## config.mk

```make
export PLATFORM = sky130hd
export DESIGN_NAME = xma_unit
export DESIGN_NICKNAME = d
export VERILOG_FILES = /design/src/hdl/xma_unit.v
export VERILOG_INCLUDE_DIRS = /design/src /design/src/hdl
export SDC_FILE = /design/constraint.sdc
export NUM_CORES = 1
export LEC_CHECK = 0
export BUFFER_PORTS_ARGS = -buffer_cell sky130_fd_sc_hd__buf_2
export CAP_MARGIN = 15
export CORE_ASPECT_RATIO = 1.75
export CORE_UTILIZATION = 44
export CTS_BUF_LIST = sky130_fd_sc_hd__clkbuf_4 sky130_fd_sc_hd__clkbuf_8 sky130_fd_sc_hd__clkbuf_16
export CTS_CLUSTER_DIAMETER = 150
export DETAILED_ROUTE_END_ITERATION = 10
export GPL_TIMING_DRIVEN = 0
export SYNTH_ARGS = -nofsm -noshare
export SYNTH_HDL_FRONTEND = slang
export SYNTH_SLANG_ARGS = --single-unit
export TNS_END_PERCENT = 50
```

## constraint.sdc

```tcl
create_clock -name ref_clk -period 5.9 [get_ports ref_clk]
set_input_delay 1.18 -clock ref_clk [delete_from_list [all_inputs] [get_ports ref_clk]]
set_output_delay 1.18 -clock ref_clk [all_outputs]
set_load 0.02 [all_outputs]
```

## src/hdl/xma_map.vh

```
// Purpose: constants for the extended memory arithmetic unit
// Assumes: included by the unit and its monitor
// Notes: operation codes are local to this unit
`ifndef XMA_MAP_VH
`define XMA_MAP_VH
`define XMA_OP_NORM 4'h0
`define XMA_OP_ADD 4'h1
`define XMA_OP_SUB 4'h2
`define XMA_OP_SWAP 4'h3
`define XMA_OP_SETB 4'h4
`define XMA_OP_CLRB 4'h5
`define XMA_OP_CPLB 4'h6
`define XMA_OP_TSTB 4'h7
`define XMA_OP_DECS 4'h8
`define XMA_NORM_MAX 5'h1f
`define XMA_IND_BIT 15
`define XMA_SIGN_BIT 15
`define XMA_NEXT_BIT 14
`endif

```

## src/hdl/xma_unit.v

```verilog
// Purpose: execution datapath for extended memory arithmetic instructions
// Assumes: a single memory port with one-cycle read latency; sequencer holds
//          start for one cycle with op, operands and registers valid
// Notes: byte addresses select the high byte when bit 0 is clear
//        each pointer in an indirect chain costs two cycles
`timescale 1ns/1ps
`include "xma_map.vh"
// Contract
// - Normalize shifts left until bits 15,14 differ
// - Pair is 31-bit magnitude plus sign
// - Flag cleared if normalized, else set
// - Exponent cell decremented once per shift
// - Supplied count limits shifts, else default
// - Zero count only tests normalization
// - Index ops two words, indirect word only
// - Byte mode flag selects byte addressing
// - Word add to index, overflow flagged
// - Byte add to index, overflow flagged
// - Word subtract from index, overflow flagged
// - Byte subtract from index, overflow flagged
// - Swap index with memory word
// - Swap low byte, clear high byte
// - Bit position from first word, word mode
// - Set bit, old value to flag
// - Clear bit, old value to flag
// - Invert bit, old value to flag
// - Test bit copies into flag only
// - Decrement word, postindex, ignores byte mode
// - Interrupt form at minus one echoes
// - In-line form skips at minus one
// - Indexing added after indirection
module xma_unit #(
    parameter ADDR_W = 16
) (
    // Clock and reset
    input wire ref_clk,
    input wire resetn,
    // Sequencer request
    input wire start,
    input wire [3:0] op,
    input wire [15:0] addr_word,
    input wire [3:0] bit_pos,
    input wire [4:0] shift_count,
    input wire count_given,
    input wire byte_mode,
    input wire indexed,
    input wire intr_form,
    input wire [15:0] acc_in,
    input wire [15:0] idx_in,
    input wire flag_in,
    // Sequencer results
    output reg done,
    output reg [15:0] acc_out,
    output reg [15:0] idx_out,
    output reg arith_excess_flag,
    output reg skip_next,
    output reg interrupt_acknowledge_pulse,
    // Memory port
    output reg mem_rd,
    output reg mem_wr,
    output reg [ADDR_W-1:0] mem_addr,
    output reg [15:0] mem_wdata,
    input wire [15:0] mem_rdata
);
    // One-hot sequencer states
    localparam ST_IDLE = 6'b000001;
    localparam ST_IND = 6'b000010;
    localparam ST_READ = 6'b000100;
    localparam ST_EXEC = 6'b001000;
    localparam ST_SHIFT = 6'b010000;
    localparam ST_DONE = 6'b100000;

    // Signed overflow of a 16-bit sum
    function ovf;
        input a_s;
        input b_s;
        input r_s;
        begin
            ovf = (a_s == b_s) && (r_s != a_s);
        end
    endfunction

    // Opcodes whose operand follows the byte mode flag
    function is_index_op;
        input [3:0] code;
        begin
            is_index_op = (code == `XMA_OP_ADD) || (code == `XMA_OP_SUB) || (code == `XMA_OP_SWAP);
        end
    endfunction

    // Word address from a pointer; bit 15 marks indirection, not address
    function [15:0] cell_addr;
        input [15:0] ptr;
        begin
            cell_addr = {1'b0, ptr[14:0]};
        end
    endfunction

    // Request latched at start; results build in the output registers
    reg [5:0] state;
    reg [3:0] op_r;
    reg [3:0] bpos;
    reg bmode;
    reg idx_sel;
    reg ind_pend;
    reg intr_r;
    reg byte_lo;
    reg [4:0] shifts_left;
    reg [15:0] word;
    reg [15:0] sum;
    reg sum_ovf;
    reg [15:0] operand;
    reg [15:0] flipped;
    // Word addresses for the first fetch and for each pointer in a chain
    wire [15:0] direct_addr = cell_addr(addr_word);
    wire [15:0] chain_addr = cell_addr(mem_rdata);
    // A byte address names its word by dropping the byte select bit
    wire [15:0] byte_cell = {1'b0, addr_word[15:1]};

    // Byte operand, bit-flipped word and index sum from the fetched word
    always @* begin
        operand = bmode ? {8'h00, (byte_lo ? mem_rdata[7:0] : mem_rdata[15:8])} : mem_rdata;
        flipped = mem_rdata ^ (16'h0001 << bpos);
        sum = 16'h0000;
        sum_ovf = 1'b0;
        if (op_r == `XMA_OP_SUB) begin
            sum = idx_out - operand;
            sum_ovf = ovf(idx_out[15], ~operand[15], sum[15]);
        end else if (op_r == `XMA_OP_DECS) begin
            sum = mem_rdata - 16'h0001;
            sum_ovf = ovf(mem_rdata[15], 1'b1, sum[15]);
        end else begin
            sum = idx_out + operand;
            sum_ovf = ovf(idx_out[15], operand[15], sum[15]);
        end
    end

    // Main sequencer
    always @(posedge ref_clk) begin
        if (!resetn) begin
            state <= ST_IDLE;
            op_r <= 4'h0;
            bpos <= 4'h0;
            bmode <= 1'b0;
            idx_sel <= 1'b0;
            ind_pend <= 1'b0;
            intr_r <= 1'b0;
            byte_lo <= 1'b0;
            shifts_left <= 5'h00;
            word <= 16'h0000;
            done <= 1'b0;
            acc_out <= 16'h0000;
            idx_out <= 16'h0000;
            arith_excess_flag <= 1'b0;
            skip_next <= 1'b0;
            interrupt_acknowledge_pulse <= 1'b0;
            mem_rd <= 1'b0;
            mem_wr <= 1'b0;
            mem_addr <= {ADDR_W{1'b0}};
            mem_wdata <= 16'h0000;
        end else begin
            done <= 1'b0;
            skip_next <= 1'b0;
            interrupt_acknowledge_pulse <= 1'b0;
            mem_rd <= 1'b0;
            mem_wr <= 1'b0;
            case (state)
                ST_IDLE: begin
                    if (start) begin
                        op_r <= op;
                        bpos <= bit_pos;
                        bmode <= byte_mode && is_index_op(op);
                        idx_sel <= indexed && (op == `XMA_OP_DECS);
                        intr_r <= intr_form;
                        acc_out <= acc_in;
                        idx_out <= idx_in;
                        arith_excess_flag <= flag_in;
                        shifts_left <= count_given ? shift_count : `XMA_NORM_MAX;
                        mem_rd <= 1'b1;
                        if (byte_mode && is_index_op(op)) begin
                            // Byte operands never chain through pointers
                            byte_lo <= addr_word[0];
                            ind_pend <= 1'b0;
                            mem_addr <= byte_cell[ADDR_W-1:0];
                        end else begin
                            byte_lo <= 1'b0;
                            ind_pend <= addr_word[`XMA_IND_BIT];
                            mem_addr <= direct_addr[ADDR_W-1:0];
                        end
                        // Read data lags a cycle, so every fetch waits in READ
                        state <= ST_READ;
                    end
                end
                ST_IND: begin
                    mem_rd <= 1'b1;
                    mem_addr <= chain_addr[ADDR_W-1:0];
                    ind_pend <= mem_rdata[`XMA_IND_BIT];
                    state <= ST_READ;
                end
                ST_READ: begin
                    // Word fetched on the last edge is not valid until the next
                    if (ind_pend) begin
                        state <= ST_IND;
                    end else if (idx_sel) begin
                        mem_rd <= 1'b1;
                        mem_addr <= mem_addr + idx_out[ADDR_W-1:0];
                        idx_sel <= 1'b0;
                    end else begin
                        state <= ST_EXEC;
                    end
                end
                ST_EXEC: begin
                    word <= mem_rdata;
                    state <= ST_DONE;
                    case (op_r)
                        `XMA_OP_ADD, `XMA_OP_SUB: begin
                            idx_out <= sum;
                            if (sum_ovf)
                                arith_excess_flag <= 1'b1;
                        end
                        `XMA_OP_SWAP: begin
                            mem_wr <= 1'b1;
                            if (bmode) begin
                                mem_wdata <= byte_lo ? {mem_rdata[15:8], idx_out[7:0]} : {idx_out[7:0], mem_rdata[7:0]};
                                idx_out <= operand;
                            end else begin
                                mem_wdata <= idx_out;
                                idx_out <= mem_rdata;
                            end
                        end
                        `XMA_OP_SETB, `XMA_OP_CLRB, `XMA_OP_CPLB, `XMA_OP_TSTB: begin
                            arith_excess_flag <= mem_rdata[bpos];
                            mem_wr <= (op_r != `XMA_OP_TSTB);
                            if (op_r == `XMA_OP_SETB)
                                mem_wdata <= mem_rdata | (16'h0001 << bpos);
                            else if (op_r == `XMA_OP_CLRB)
                                mem_wdata <= mem_rdata & ~(16'h0001 << bpos);
                            else
                                mem_wdata <= flipped;
                        end
                        `XMA_OP_DECS: begin
                            mem_wr <= 1'b1;
                            mem_wdata <= sum;
                            if (sum == 16'hffff) begin
                                if (intr_r)
                                    interrupt_acknowledge_pulse <= 1'b1;
                                else
                                    skip_next <= 1'b1;
                            end else if (sum_ovf) begin
                                arith_excess_flag <= 1'b1;
                            end
                        end
                        default: begin
                            // Normalize: memory word is the exponent
                            state <= ST_SHIFT;
                        end
                    endcase
                end
                ST_SHIFT: begin
                    // stop when normalized or count spent
                    if (acc_out[`XMA_SIGN_BIT] != acc_out[`XMA_NEXT_BIT]) begin
                        arith_excess_flag <= 1'b0;
                        mem_wr <= 1'b1;
                        mem_wdata <= word;
                        state <= ST_DONE;
                    end else if (shifts_left == 5'h00) begin
                        arith_excess_flag <= 1'b1;
                        mem_wr <= 1'b1;
                        mem_wdata <= word;
                        state <= ST_DONE;
                    end else begin
                        // sign kept, top magnitude bit lost, index bit 15 carried
                        acc_out <= {acc_out[15], acc_out[13:0], idx_out[15]};
                        idx_out <= {idx_out[14:0], 1'b0};
                        word <= word - 16'h0001;
                        shifts_left <= shifts_left - 5'h01;
                    end
                end
                ST_DONE: begin
                    // Results already stand; done marks them settled
                    done <= 1'b1;
                    state <= ST_IDLE;
                end
                default: state <= ST_IDLE;
            endcase
        end
    end
endmodule

```

==> summary.md <==
Each instance of the synthesized netlist takes up on average 7.13 sq um. Among all flip-flop cells after synthesis, the most frequent one is dfxtp_1. Between clock sinks in the finished design, the worst skew comes to 0.0186 ns.

The final core area utilization came out at 0.516. 155 I/O pins were placed. The total number of placement rows was 72; the core box area was 0.0222 sq mm. After routing the design area is 0.0114 sq mm.

The worst path required time came out at 6.14 ns. Setup slack on the critical path of the routed design comes to 0.370 ns. The clock period could shrink to 5.53 ns. The critical path in this run is classified as input port to flip-flop.

Clock-pin slew was measured on the worst setup and hold paths at 0.08 ns. The proportion of netlist area held by the largest area contributor is 0.220. The tightest min-delay check is of the flip-flop to flip-flop type. The share of the synthesized netlist area taken by xor and xnor gates is 0.0289, and the global-route congestion overflow total is 0.

The area taken by flip-flops and latches was 0.00220 sq mm; the total of flip-flops plus latches after synthesis was 110. Fraction of registers with async set/reset: 0. The multiplexer share of the synthesized area works out to 0.0512. TritonCTS built the clock tree.

The routed wire length is 43600 um. For the number of filler instances in the final layout, the log shows 2405. The run gives 2 as the maximum buffer depth of the clock tree. Synthesis instantiated 76 different standard cells from the library. The count of flip-flops with a built-in enable after synthesis works out to 0. The number of slew-limit violations in the final report was 0. The worst setup path is launched from an input port. For this run, design rule violations remaining after detail routing come to 0. The logs give 0 for the hold buffer count at CTS and 0.38 ns for the source-to-sink clock delay at the later pin of the worst-skew pair. The logs give 6 for the number of iterations in the first detailed-routing pass and -0.201 ns for the worst-case setup slack after placement. The maximum fanout along the worst path is 10, and the slew at the pin closest to its max-slew limit is 1.11 ns.

The half-perimeter wire length after detailed placement is 34500 um, and the number of antenna violations at the first check in global routing is 1. The run gives 9 as the number of clock buffers inserted by TritonCTS. The logs give 1733 for the number of nets in the final layout and 0 for the post-route antenna net violation count. The leakage power summed over all cells was 4.74 nW. The floorplan step set the die height to 201 um.

Area fraction in compound gates after synthesis: 0.286. The total global-route track usage came out at 0.377. The tools report the total cell area at the placement stage as 0.0111 sq mm.

In this run the post-CTS setup repair buffer count came out at 0. Setup repair after global routing left no endpoint under its margin. The fraction of final layout cells sized beyond drive strength 1 works out to 0.139. The average routed wire per standard cell works out to 23.4 um. During synthesis, Yosys emitted a total of 0 warnings. For this design the ratio of total power to cell area is 233 mW/mm^2. Via count of the first global-routing pass: 11263. The tools report the buffer cell driving the clock tree root as clkbuf_16.

By area, the combinational part of the netlist is dominated by compound AO/OA/AOI/OAI gates. The count of endpoints failing setup in the final report is 0. The synthesized netlist occupies a cell area of 0.00999 sq mm. Maximum clock rate: 0.181 GHz. The tools report the element type at the critical path end as a flip-flop. The area share of fa/ha/maj cells after synthesis was 0.109; the net count of the mapped netlist was 1570. Yosys attributes the largest share of cell area to dfxtp_1 22%, ha_1 10%, nor2_1 7.3%, a21oi_1 7.2%, nand2_1 5.4%. The run gives 0.255 as the relative max-transition margin. Max-cap violations in this run came to 0.

The largest net degree at the start of global routing came out at 21. The starting utilization of the core area was 0.451; the detailed-route via count was 11591. For this design, the sink count on the clock tree is 110. The tools report the first-pass GRT wire length as 65300 um.

The run finished with clean final reports. The die area came out at 0.0233 sq mm. The data arrival time of the critical path is 5.77 ns, and the synthesized instance count is 1400.

The die is 116 um wide. For the initial detailed-routing violation count, the log shows 954. For the final-report hold violation count, the log shows 0.

The post-synthesis sequential area ratio was 0.220; the share of the cycle needed by the critical path after routing was 0.937. The number of H-tree levels is 3, and the area growth from synthesis to final layout is 14.4%. Of all cell types, the one taking the most synthesized area is dfxtp_1.

The worst-case IR drop observed on VDD is 0.189 mV. At the end of routability-driven placement, the weighted congestion stood at 1.01. Input and output buffers added on the ports amount to 153.

In the final layout, the multi-input gates occupy 0.00712 sq mm. Dividing the detail-routed via count by the number of cells gives 6.22. The simple-gate area share of the yosys netlist came out at 0.238.
## placed cells by master, fill, tap and decap left out, drive strengths merged, types with 32 or more instances in the layout
cell    count
nor3       41
clkbuf     94
a211oi     32
o21ai      84
dfxtp     110
ha         82
buf       168
nand2     145
inv        77
a21oi     144
nor2      195
## state kept, by name, summed over array words and instances, names as in the netlist
name	cells
acc_out	16
idx_out	16
mem_addr	16
mem_wdata	16
word	16
state	6
shifts_left	5
bpos	4
op_r	4
arith_excess_flag	1
bmode	1
byte_lo	1
done	1
idx_sel	1
ind_pend	1
interrupt_acknowledge_pulse	1
intr_r	1
mem_rd	1
mem_wr	1
skip_next	1
## path summary, 6_finish.rpt
check	startpoint	end	slack, ns	cells after the start
max	mem_rdata[10]	skip_next	0.37	15
min	mem_wdata[10]	mem_wdata[10]	0.46	2
max reg2reg	bmode	skip_next	0.47	18
min reg2reg	mem_wdata[10]	mem_wdata[10]	0.46	2
## Yosys cell counts, types with 6 or more instances
cell,number
nor2_1,195
nand2_1,145
a21oi_1,143
dfxtp_1,110
clkbuf_1,85
ha_1,82
o21ai_0,82
inv_1,73
nor3_1,40
a211oi_1,31
a221oi_1,26
xnor2_1,24
mux2i_1,23
nand3_1,22
o22ai_1,21
a311oi_1,16
nand2b_1,16
nor4_1,16
a22oi_1,15
mux2_2,15
a31oi_1,12
nor2b_1,12
o211ai_1,11
o22a_1,11
buf_1,10
and3_1,9
nor3b_1,9
o221ai_1,9
xor2_1,9
a21o_1,8
nand4_1,8
or3_1,8
and2_1,7
o21bai_1,6
o31ai_1,6
## critical path: stages
cell and delay, ns:
buf_2 0.10, clkbuf_1 0.74, nand2_1 0.09, o21ai_0 0.23, inv_1 0.09, ha_1 0.41
o21bai_1 0.15, a2111oi_1 0.53, o211ai_1 0.25, a31o_2 0.32, o21ai_0 0.16, a32oi_1 0.28
nor4_1 0.52, nand4_1 0.32, nor4_1 0.39
## where the power goes
part | internal (mW) | switching [mW]
clock network | 0.304 | 0.332
registers | 0.796 | 0.102
logic | 0.414 | 0.710
total | 1.51 | 1.14
## final cells by class
class	count	share of cell area
plain buffers	99	0.0339
flip-flops and latches	110	0.193
multi-input cells	1116	0.623
clock inverters	6	0.00558
repair buffers	153	0.0670
clock buffers	10	0.0204
well taps	296	0.0324
inverters	74	0.0243
diodes	1	0.000219
## stage by stage
stage / hold slack (ns) / setup TNS (ns) / power, mW / cells
after floorplan: 0.423 / 0 / 1.64 / 1400
after global placement: 0.436 / -0.427 / 2.00 / 1849
after detailed placement: 0.444 / -0.609 / 2.01 / 1849
after CTS: 0.457 / 0 / 2.64 / 1865
after global routing: 0.491 / 0 / 2.80 / 1864
final: 0.459 / 0 / 2.66 / 1865
## metal layers
layer,part of all wire,up-vias,routed length (um),track usage
li1,-,5402,-,-
met1,0.36,5410,15500,0.396
met2,0.48,569,21000,0.635
met3,0.066,210,2870,0.0630
met4,0.096,0,4170,0.331
met5,0,-,0,0
## timing repair
| action | in CTS | in global routing |
|---|---|---|
| hold endpoints to repair | 0 | 0 |
| setup endpoints to repair | 0 | 4 |
| gates resized for setup | 0 | 4 |
## logic make-up (layout without fill, tap and decap cells)
family                   Yosys count  after routing
buffers and inverters            174            342
AO/OA/AOI/OAI                    440            440
XOR/XNOR                          33             33
AND/OR/NAND/NOR                  515            515
multiplexers                      43             43
adder cells (fa/ha/maj)           85             85
other                              0              1
flip-flops                       110            110
No activity file was read; power rests on OpenSTA's default activity.
